### src/cti_pkg.sv
`default_nettype none
package cti_pkg;
  // ****************************************
  // Widths and reset values
  // ****************************************
  localparam int           CNT_W       = 8;
  localparam logic [7:0]   CNT_RST     = 8'h00;
  localparam int           DIV_W       = 7;
  localparam logic [6:0]   DIV_RST     = 7'h00;
  localparam int           FILT_DEPTH  = 5;
  // ****************************************
  // Prescaler tap positions (level of the divided clock)
  // ****************************************
  localparam int           TAP_DIV64   = 5;
  localparam int           TAP_DIV32   = 4;
  localparam int           TAP_DIV2    = 0;
  // ****************************************
  // Clock select codes {hi, lo}
  // ****************************************
  localparam logic [1:0]   CKS_DIV64   = 2'h0;
  localparam logic [1:0]   CKS_DIV32   = 2'h1;
  localparam logic [1:0]   CKS_DIV2    = 2'h2;
  localparam logic [1:0]   CKS_SUB2    = 2'h3;
endpackage
`default_nettype wire

### src/cti_input_path.sv
// What this block does
// - Counter increments on each falling edge of the selected internal clock, except in a cycle where it clears.
// - A select change taking the clock from high to low counts once.
// - Pin-function bit set while pin high yields a rising capture edge.
// - Pin-function bit cleared while pin high yields a falling capture edge.
// - Filter enable then early pin-function change yields false capture edges.
// - Unassigned capture pin presents a constant low capture signal while the filter is off.
// - Filter disabled early after pin change yields matching false edge.
// - Any edge matching the interrupt edge select sets the request flag.
// - Filter of five sampled latches updates only when all agree or when enabling seeds it.
// - With filter on, capture pulses lag the pin by six samples.
// - Rising edge copies counter to rise register, falling to fall register.
// - Counter clears on rising, falling or both edges per clear-select bits.
`timescale 1ns/1ps
`default_nettype none
module cti_input_path (
  // Clock and reset
  input  wire logic                  i_clock,
  input  wire logic                  i_rst_n,
  // Capture pin and watch clock level
  input  wire logic                  i_capture_pin_port,
  input  wire logic                  i_sub_clock_half,
  // Port mode bits
  input  wire logic                  i_capture_pin_select,
  input  wire logic                  i_filter_enable,
  // Timer mode bits
  input  wire logic                  i_clock_select_hi,
  input  wire logic                  i_clock_select_lo,
  input  wire logic                  i_counter_clear_select_hi,
  input  wire logic                  i_counter_clear_select_lo,
  input  wire logic                  i_interrupt_edge_select,
  // Software flag clear
  input  wire logic                  i_irq_flag_clear,
  // Timer state
  output logic [cti_pkg::CNT_W-1:0]  o_capture_counter,
  output logic [cti_pkg::CNT_W-1:0]  o_rise_capture_reg,
  output logic [cti_pkg::CNT_W-1:0]  o_fall_capture_reg,
  output logic                       o_capture_irq_flag,
  output logic                       o_capture_signal
);
  // ****************************************
  // Count clock
  // ****************************************
  logic [cti_pkg::DIV_W-1:0] div_ff;
  logic                      selclk_ff;
  wire  logic [1:0]          clk_sel = {i_clock_select_hi, i_clock_select_lo};
  wire  logic                sel_clk =
    (clk_sel == cti_pkg::CKS_DIV64) ? div_ff[cti_pkg::TAP_DIV64] :
    (clk_sel == cti_pkg::CKS_DIV32) ? div_ff[cti_pkg::TAP_DIV32] :
    (clk_sel == cti_pkg::CKS_DIV2)  ? div_ff[cti_pkg::TAP_DIV2]  :
                                      i_sub_clock_half;
  // Muxed level is registered, so a switchover high to low counts too
  wire  logic                sel_fall = selclk_ff & ~sel_clk;
  wire  logic                sel_rise = ~selclk_ff & sel_clk;

  always_ff @(posedge i_clock) begin
    if (!i_rst_n) begin
      div_ff    <= cti_pkg::DIV_RST;
      selclk_ff <= 1'b0;
    end else begin
      div_ff    <= div_ff + 7'h01;
      selclk_ff <= sel_clk;
    end
  end

  // ****************************************
  // Pin gating and noise filter
  // ****************************************
  logic [cti_pkg::FILT_DEPTH-1:0] lat_ff;
  logic                           filt_ff;
  logic                           fen_ff;
  wire  logic pin_gated   = i_capture_pin_select & i_capture_pin_port;
  // Filter off samples on every system clock
  wire  logic samp_tick   = i_filter_enable ? sel_rise : 1'b1;
  wire  logic fen_rise    = i_filter_enable & ~fen_ff;
  wire  logic lat_all_hi  = &lat_ff;
  wire  logic lat_all_lo  = ~|lat_ff;
  // Enabling seeds the filter opposite to the pin; an early pin-function
  // change then shows up as a false edge, as on the real part
  wire  logic seed_lvl    = ~i_capture_pin_port;

  always_ff @(posedge i_clock) begin
    if (!i_rst_n) begin
      lat_ff  <= '0;
      filt_ff <= 1'b0;
      fen_ff  <= 1'b0;
    end else begin
      fen_ff <= i_filter_enable;
      if (fen_rise) begin
        lat_ff  <= {cti_pkg::FILT_DEPTH{seed_lvl}};
        filt_ff <= seed_lvl;
      end else if (samp_tick) begin
        lat_ff <= {lat_ff[cti_pkg::FILT_DEPTH-2:0], pin_gated};
        if (lat_all_hi) begin
          filt_ff <= 1'b1;
        end else if (lat_all_lo) begin
          filt_ff <= 1'b0;
        end
      end
    end
  end

  // ****************************************
  // Capture signal and edge detect
  // ****************************************
  logic cap_ff;
  logic cap_prev_ff;
  // Bypass on filter off: a direct switch exposes pin changes at once
  wire  logic cap_next = i_filter_enable ? filt_ff : pin_gated;
  wire  logic edge_rise = cap_ff & ~cap_prev_ff;
  wire  logic edge_fall = ~cap_ff & cap_prev_ff;
  wire  logic edge_hit  = i_interrupt_edge_select ? edge_rise : edge_fall;
  wire  logic clr_now   = (edge_rise & i_counter_clear_select_hi) |
                          (edge_fall & i_counter_clear_select_lo);

  always_ff @(posedge i_clock) begin
    if (!i_rst_n) begin
      cap_ff      <= 1'b0;
      cap_prev_ff <= 1'b0;
    end else begin
      cap_ff      <= cap_next;
      cap_prev_ff <= cap_ff;
    end
  end

  // ****************************************
  // Counter, capture registers, request flag
  // ****************************************
  always_ff @(posedge i_clock) begin
    if (!i_rst_n) begin
      o_capture_counter  <= cti_pkg::CNT_RST;
      o_rise_capture_reg <= cti_pkg::CNT_RST;
      o_fall_capture_reg <= cti_pkg::CNT_RST;
      o_capture_irq_flag <= 1'b0;
      o_capture_signal   <= 1'b0;
    end else begin
      o_capture_signal <= cap_next;
      // Clear beats a coincident count so width readings start at zero
      if (clr_now) begin
        o_capture_counter <= cti_pkg::CNT_RST;
      end else if (sel_fall) begin
        o_capture_counter <= o_capture_counter + 8'h01;
      end
      if (edge_rise) begin
        o_rise_capture_reg <= o_capture_counter;
      end
      if (edge_fall) begin
        o_fall_capture_reg <= o_capture_counter;
      end
      // Set wins over a software clear in the same cycle
      if (edge_hit) begin
        o_capture_irq_flag <= 1'b1;
      end else if (i_irq_flag_clear) begin
        o_capture_irq_flag <= 1'b0;
      end
    end
  end
endmodule
`default_nettype wire

### config.mk
export PLATFORM = sky130hd
export DESIGN_NAME = cti_input_path
export DESIGN_NICKNAME = d
export VERILOG_FILES = /design/src/cti_pkg.sv /design/src/cti_input_path.sv
export SDC_FILE = /design/constraint.sdc
export NUM_CORES = 1
export LEC_CHECK = 0
export ABC_AREA = 0
export BUFFER_PORTS_ARGS = -buffer_cell sky130_fd_sc_hd__buf_2
export CAP_MARGIN = 20
export CORE_UTILIZATION = 50
export CTS_CLUSTER_DIAMETER = 120
export DETAILED_ROUTE_END_ITERATION = 8
export PLACE_DENSITY = 0.79
export RECOVER_POWER = 50
export SLEW_MARGIN = 10
export SYNTH_ARGS = -nofsm -noshare
export SYNTH_HDL_FRONTEND = slang
export SYNTH_SLANG_ARGS = --single-unit
### constraint.sdc
create_clock -name i_clock -period 2.1 [get_ports i_clock]
set_input_delay 0.525 -clock i_clock [delete_from_list [all_inputs] [get_ports i_clock]]
set_output_delay 0.525 -clock i_clock [all_outputs]
set_load 0.05 [all_outputs]
Word level (Yosys, flattened, before mapping)
Index checks and enable logic that the tools add are counted.
{"block": "op_classes", "bitwise": 16, "n_eq_ne": 3, "add_sub_neg": 2, "reduce_logical": 7, "n_mux": 14}
{"op": "$mux W1", "count": 12}
{"op": "$mux W5", "count": 2}
{"op": "$add A8 B1 Y8 const B", "count": 1}
{"op": "$and A1 B1 Y1", "count": 8}
{"op": "$add A7 B1 Y7 const B", "count": 1}
{"op": "$not A1 Y1", "count": 7}
{"op": "$reduce_and A5 Y1", "count": 1}
{"op": "$reduce_or A5 Y1", "count": 1}
{"op": "$reduce_bool A2 Y1", "count": 2}
{"op": "$ne A3 B3 Y1 const B", "count": 1}
{"op": "$eq A2 B1 Y1 const B", "count": 1}
{"op": "$eq A2 B2 Y1 const B", "count": 1}
{"op": "$logic_not A2 Y1", "count": 1}
{"op": "$reduce_and A2 Y1", "count": 1}
{"op": "$reduce_or A2 Y1", "count": 1}
{"op": "$or A1 B1 Y1", "count": 1}
{"block": "totals", "in_bits": 12, "wordCells": 53, "output_inout_bits": 26, "register_bits": 42}

Logic depth before layout (Yosys ltp)
Gate-level depths: netlist of run 1.
{"block": "logic_depth", "depth_word": 8, "ltp_mapped": 5, "depth_no_buf": 5}

Worst setup path after synthesis of run 1
OpenSTA, ideal clock, no wires.
{"block": "synth_timing", "path_type": "input-to-reg", "from": "input i_clock_select_hi", "to": "register o_capture_counter[7] (netlist bit)", "path_slack_ns": 0.204, "required_ns": 2.028, "arrival_time_ns": 1.824, "path_stages": 4, "path_buffers": 0, "setup_ns": 0.072, "path_cell_list": "mux4_2 -> or3_1 -> or3_1 -> a21oi_1"}
{"block": "synth_between", "elab_chain_cells": 6, "word_cells_on_any_way": 8, "cone_classes": "eq/ne: 2; mux: 3; bitwise: 2; reduce/logical: 1"}
{"item": "from (decl)", "line_no": "cti_input_path.sv:27", "text": "input wire logic i_clock_select_hi,"}
{"item": "$eq A2 B2 Y1", "line_no": "cti_input_path.sv:50", "text": "(clk_sel == cti_pkg::CKS_DIV2) ? div_ff[cti_pkg::TAP_DIV2] :"}
{"item": "$mux W1", "line_no": "cti_input_path.sv:50"}
{"item": "$mux W1", "line_no": "cti_input_path.sv:49", "text": "(clk_sel == cti_pkg::CKS_DIV32) ? div_ff[cti_pkg::TAP_DIV32] :"}
{"item": "$mux W1 (*)", "line_no": "cti_input_path.sv:48", "text": "(clk_sel == cti_pkg::CKS_DIV64) ? div_ff[cti_pkg::TAP_DIV64] :"}
{"item": "$not A1 Y1 (*)", "line_no": "cti_input_path.sv:53", "text": "wire logic sel_fall = selclk_ff & ~sel_clk;"}
{"item": "$and A1 B1 Y1 (*)", "line_no": "cti_input_path.sv:53"}
{"item": "to (signal assigned)", "line_no": "cti_input_path.sv:131", "text": "o_capture_counter <= cti_pkg::CNT_RST;"}
{"item": "to (signal assigned)", "line_no": "cti_input_path.sv:140", "text": "o_capture_counter <= cti_pkg::CNT_RST;"}
{"item": "to (signal assigned)", "line_no": "cti_input_path.sv:142", "text": "o_capture_counter <= o_capture_counter + 8'h01;"}
{"item": "to (decl)", "line_no": "cti_input_path.sv:35", "text": "output logic [cti_pkg::CNT_W-1:0] o_capture_counter,"}
Every way passes the cells marked *; elsewhere a longest branch is shown, timed or not.
A chain may end at the register's enable or synchronous reset.

Final worst setup path of run 1
{"block": "layout_timing", "from": "register div_ff[4] (netlist bit)", "to": "register o_capture_counter[7] (netlist bit)"}
{"block": "layout_between", "elab_chain_cells": 4}
{"item": "from (decl)", "line_no": "cti_input_path.sv:44", "text": "logic [cti_pkg::DIV_W-1:0] div_ff;"}
{"item": "from (signal assigned)", "line_no": "cti_input_path.sv:58", "text": "div_ff <= cti_pkg::DIV_RST;"}
{"item": "from (signal assigned)", "line_no": "cti_input_path.sv:61", "text": "div_ff <= div_ff + 7'h01;"}
{"item": "$mux W1", "line_no": "cti_input_path.sv:49"}
{"item": "$mux W1", "line_no": "cti_input_path.sv:48"}
{"item": "$not A1 Y1", "line_no": "cti_input_path.sv:53"}
{"item": "$and A1 B1 Y1", "line_no": "cti_input_path.sv:53"}
Every way passes these cells.

==> results of run 1 <==
[cell families (layout without fill, tap and decap cells)]
logic type,after synthesis,in the layout,synth area share
simple gates,88,88,0.2474
flops,41,41,0.4845
compound gates,39,39,0.1551
buf+inv,12,55,0.02732
xor+xnor,10,10,0.05170
fa+ha+maj,2,2,0.01477
mux,2,2,0.01920
[Yosys cell counts (all sizes together) (3+ instances only)]
cell     n  area (um^2)
a21boi  16        120.1
a21oi    5        28.78
and2     9        56.30
clkbuf   7        26.28
dfxtp   41        820.8
nand2   42        157.7
nand2b   3        18.77
nand3   10        50.05
nor2     7        26.28
nor2b    5        31.28
nor3     3        15.01
o211ai   4        30.03
o21ai   10        50.05
xnor2    8        70.07
[path summary, 6_finish.rpt]
kind	from	to	slack (ps)	cells after the start
setup / recovery	div_ff[4]	o_capture_counter[7]	290	4
hold reg to reg	o_rise_capture_reg[0]	o_rise_capture_reg[0]	470	2
hold / removal	i_filter_enable	fen_ff	460	2
setup reg to reg	div_ff[4]	o_capture_counter[7]	290	4
[per-layer routing]
metal  vias to the layer above  global-route usage  wire length, um
met3                         8             0.04113              121
met2                        28              0.3407             1546
met4                         0              0.1096               74
met5                         -                   0                0
met1                       682              0.2829             1701
li1                        745                   -                -
[power groups by stage]
stage                     registers, mW  clock network (mW)  logic [mW]
after global placement            0.833                   0       0.112
final                             0.816               0.388       0.111
after global routing              0.820               0.433       0.126
after floorplan                   0.840                   0      0.0684
after detailed placement          0.833                   0       0.114
after CTS                         0.816               0.400       0.114
[area by class of cell]
type / instances / area [um^2]
Clock buffer: 5 / 37.54
Clock inverter: 3 / 17.52
Fill cell: 304 / 1140
Inverter: 3 / 11.26
Multi-Input combinational cell: 141 / 827.0
Sequential cell: 41 / 820.8
Tap cell: 44 / 55.05
Timing Repair Buffer: 44 / 219.0
[cell usage in the layout, fill, tap and decap left out, drive strengths merged, types with 3 or more instances in the layout]
cell type	instances
clkinv	3
xnor2	8
buf	35
clkbuf	14
dfxtp	41
nand3	10
a21boi	16
a21oi	5
and2	9
nand2	42
o21ai	10
o211ai	4
nor3	3
nand2b	3
nor2	7
nor2b	5
[worst max-delay path, cell delays in order, from the launching register on]
cell     delay (ps)
dfxtp_1         360
mux4_2          520
or3_1           380
or3_1           350
a21oi_1         140
==> summary.md, run 1 <==
| Metric | Value |
|---|---|
| Placer Congestion | `0.7762` |
| Non-Filler Instances | `281` |
| Final setup margin | `287.8 ps` |
| DR vias | `1,463` |
| Clock buffers created by TritonCTS | `5` |
| Peak supply drop | `0.3504 mV` |
| Initial antenna violation count | `0` |
| CTS tree | `yes` |
| Pleak | `0.7654 nW` |
| Worst Path Arrival | `2110 ps` |
| Startpoint types | `register` |
| Worst hold-check path type | `input port to register` |
| Initial Utilization | `0.5416` |
| Sw frac | `0.2639` |
| Psw | `0.3469 mW` |
| Max cap viols | `0` |
| Final setup violation count | `0` |
| Tcrit/Tclk final | `0.8630` |
| CTS clock-pin slew for the worst setup and hold paths | `120 ps` |
| Slew headroom | `0.4633` |
| Share of layout cells above drive strength 1 | `0.1899` |
| Logic pwr share | `0.084` |
| Netlist cell types | `34` |
| DP Wirelength | `2426 um` |
| Skew final | `8.368 ps` |
| Asr flop ratio synth | `0` |
| Slew @ Worst Pin | `805.0 ps` |
| Global-route wire length before repair | `5720 um` |
| Dpl cell area | `1952 um^2` |
| Maximum clock path buffer count | `2` |
| Die Width | `60.21 um` |
| Synth Instances | `194` |
| P_int | `0.9678 mW` |
| Final ANT Viol Nets | `0` |
| WL per Instance | `12.26 um` |
| Iter 0 DRT Violations | `53` |
| Max H-tree Level | `2` |
| Clock network fraction of design power | `0.295` |
| Worst skew pair latency | `360 ps` |
| Slew Limit Fails | `0` |
| Reg power frac | `0.621` |
| Hold-fix buffers, CTS | `0` |
| Worst Path Max Fanout | `4` |
| Tot Pwr | `1.315 mW` |
| Total gr overflow | `0` |
| Setup TNS | `0 ps` |
| Outcome | `complete, no violations` |
| Vias per cell | `5.206` |
| Row count | `20` |
| PwrDens | `661.3 nW/um^2` |
| Cell count after placement | `273` |
| Critical Path End Type | `register` |
| Antenna diodes | `0` |
| EDFF count, synth | `0` |
| Nets | `250` |
| Syn_nets | `208` |
| Remaining DRCs | `0` |
| Top_reg_cell synth | `dfxtp_1` |
| Finished Cell Area | `1988 um^2` |
| Synthesized area per cell | `8.733 um^2` |
| Drt total wl | `3444 um` |
| Number of synthesized register bits | `41` |
| Die Area | `3625 um^2` |
| Port Buffers | `37` |
| Seq/Total Area, Yosys | `0.4845` |
| Utilization after layout | `0.6356` |
| Chip height | `60.21 um` |
| RSZ-0062 raised after global routing | `false` |
| Final Hold Viols | `0` |
| Mapped cell area | `1694 um^2` |
| Vias in the first global route | `1,282` |
| I/O Pins | `38` |
| CP required | `2390 ps` |
| Crit path kind | `register to register` |
| Fmax | `551.8 MHz` |
| Gr usage total | `0.2175` |
| Largest net degree at the start of global routing | `25` |
| DRT Pass-1 Iters | `4` |
| Area grow syn2layout | `17.36%` |
| PostCTS Resize Cnt | `0` |
| Post-layout min period | `1812 ps` |
| Clock root buffer | `clkbuf_4` |
| Synth warn | `0` |
| Post-CTS Setup Bufs | `0` |
| Clk sink count | `41` |
| Core area | `3128 um^2` |
| Hold_ws | `457.8 ps` |
| Place WS | `-22.05 ps` |
Note: power is estimated with default switching activity, not from simulation.
==> run 2: changes to the inputs <==
- RECOVER_POWER: 50 -> not set
==> summary.md, run 2 (synthesized netlist as in run 1, its figures left out) <==
| Metric | Value |
|---|---|
| Outcome | `complete, no violations` |
| Max H-tree Level | `2 (unchanged)` |
| Port Buffers | `37 (unchanged)` |
| DRT Pass-1 Iters | `4 (unchanged)` |
| Worst Path Arrival | `2110 ps (about the same)` |
| CTS tree | `yes` |
| Clock root buffer | `clkbuf_4` |
| Clk sink count | `41 (unchanged)` |
| Die Width | `60.21 um (unchanged)` |
| Global-route wire length before repair | `5720 um (unchanged)` |
| Reg2reg start | `div_ff[4]` |
| Reg2Reg Capture Point | `o_capture_counter[7]` |
| Row count | `20 (unchanged)` |
| Slew headroom | `0.7032 (+0.2398)` |
| PwrDens | `656.7 nW/um^2 (-0.69%)` |
| WL per Instance | `12.23 um (-0.23%)` |
| DP Wirelength | `2426 um (unchanged)` |
| Peak supply drop | `0.3517 mV (+0.36%)` |
| Drt total wl | `3436 um (-0.23%)` |
| Vias in the first global route | `1,282 (unchanged)` |
| Fmax | `550.6 MHz (-0.22%)` |
| CP endpoint | `o_capture_counter[7]` |
| DR vias | `1,451 (-0.82%)` |
| Vias per cell | `5.164 (-0.82%)` |
| Commonest non-fill, non-tap cells in the layout | `nand2_1, dfxtp_1, buf_2, a21boi_0` |
| Critical path origin | `div_ff[4]` |
| Initial Utilization | `0.5416 (unchanged)` |
| Tot Pwr | `1.318 mW (+0.24%)` |
| Worst hold-check path type | `input port to register` |
| Worst Path Max Fanout | `4 (unchanged)` |
| Register area | `820.8 um^2 (unchanged)` |
| Remaining DRCs | `0 (unchanged)` |
| Final setup violation count | `0 (unchanged)` |
| Initial antenna violation count | `0 (unchanged)` |
| Max cap viols | `0 (unchanged)` |
| Final ANT Viol Nets | `0 (unchanged)` |
| Worst skew pair latency | `360 ps (about the same)` |
| Antenna diodes | `0 (unchanged)` |
| Iter 0 DRT Violations | `59 (+11%)` |
| Share of layout cells above drive strength 1 | `0.2278 (+0.03797)` |
| R2R depth | `4 (unchanged)` |
| Area grow syn2layout | `18.46%` |
| Tcrit/Tclk final | `0.8648 (+0.001867)` |
| Maximum clock path buffer count | `2 (unchanged)` |
| Slew Limit Fails | `0 (unchanged)` |
| I/O Pins | `38 (unchanged)` |
| CTS clock-pin slew for the worst setup and hold paths | `120 ps (about the same)` |
| RSZ-0062 raised after global routing | `false` |
| Crit path kind | `register to register` |
| Core area | `3128 um^2 (unchanged)` |
| Hold-fix buffers, CTS | `0 (unchanged)` |
| Non-Filler Instances | `281 (unchanged)` |
| CP required | `2400 ps (about the same)` |
| Post-layout min period | `1816 ps (+3.920 ps)` |
| PostCTS Resize Cnt | `0 (unchanged)` |
| Utilization after layout | `0.6416 (+0.006000)` |
| Cell count after placement | `273 (unchanged)` |
| Slew @ Worst Pin | `444.3 ps (-360.7 ps)` |
| Skew final | `8.796 ps (+0.4285 ps)` |
| Most common cell after layout, fill and taps aside | `nand2_1` |
| Chip height | `60.21 um (unchanged)` |
| Nets | `250 (unchanged)` |
| Die Area | `3625 um^2 (unchanged)` |
| Clock buffers created by TritonCTS | `5 (unchanged)` |
| Startpoint types | `register` |
| Largest net degree at the start of global routing | `25 (unchanged)` |
| Setup TNS | `0 ps (unchanged)` |
| R2R setup slack | `280 ps (about the same)` |
| Placer Congestion | `0.7762 (unchanged)` |
| Pleak | `0.8028 nW (+4.9%)` |
| Gr usage total | `0.2175 (unchanged)` |
| Total gr overflow | `0 (unchanged)` |
| Multi-input logic area | `827.0 um^2 (unchanged)` |
| Critical Path End Type | `register` |
| Final Hold Viols | `0 (unchanged)` |
| Final-layout fill cell count | `296 (-2.6%)` |
| Post-CTS Setup Bufs | `0 (unchanged)` |
run 2: routing by layer:
layer  GRT usage  routed length, um
met3     0.04113                113
met4      0.1096                 73
met5           0                  0
met1      0.2829               1711
met2      0.3407               1537
run 2: through the flow:
stage	cell area [um^2]	hold WS (ps)	worst slack, ps
finish	2007	460.8	283.8
global placement	1952	447.1	21.58
floorplan	1694	429.7	204.2
global route	2007	486.6	213.8
detailed placement	1952	450.2	-22.05
CTS	2007	446.9	266.7
run 2: critical path, stage by stage (launching register included):
cell and delay [ps]:
dfxtp_1 360, mux4_2 530, or3_1 380, or3_1 350
a21oi_1 140
run 2: area by class of cell:
class	instances	area share
clock inverters	3	0.008728
inverters	3	0.005611
flip-flops and latches	41	0.4090
well taps	44	0.02743
repair buffers	44	0.1185
multi-input cells	141	0.4121
clock buffers	5	0.01870
run 2: worst min-delay path by stage:
stage                                     start                    end  cells after the start
final                           i_filter_enable                 fen_ff                      2
after detailed placement              div_ff[0]              div_ff[0]                      1
after global placement    o_fall_capture_reg[0]  o_fall_capture_reg[0]                      2
after floorplan                       div_ff[0]              div_ff[0]                      1
after global routing      o_rise_capture_reg[7]  o_rise_capture_reg[7]                      2
after CTS                       i_filter_enable                 fen_ff                      2
run 2: where the power goes:
group          switching [mW]  total, mW  internal, mW
registers              0.0188      0.816         0.797
clock network           0.262      0.388         0.126
logic                  0.0668      0.114        0.0469
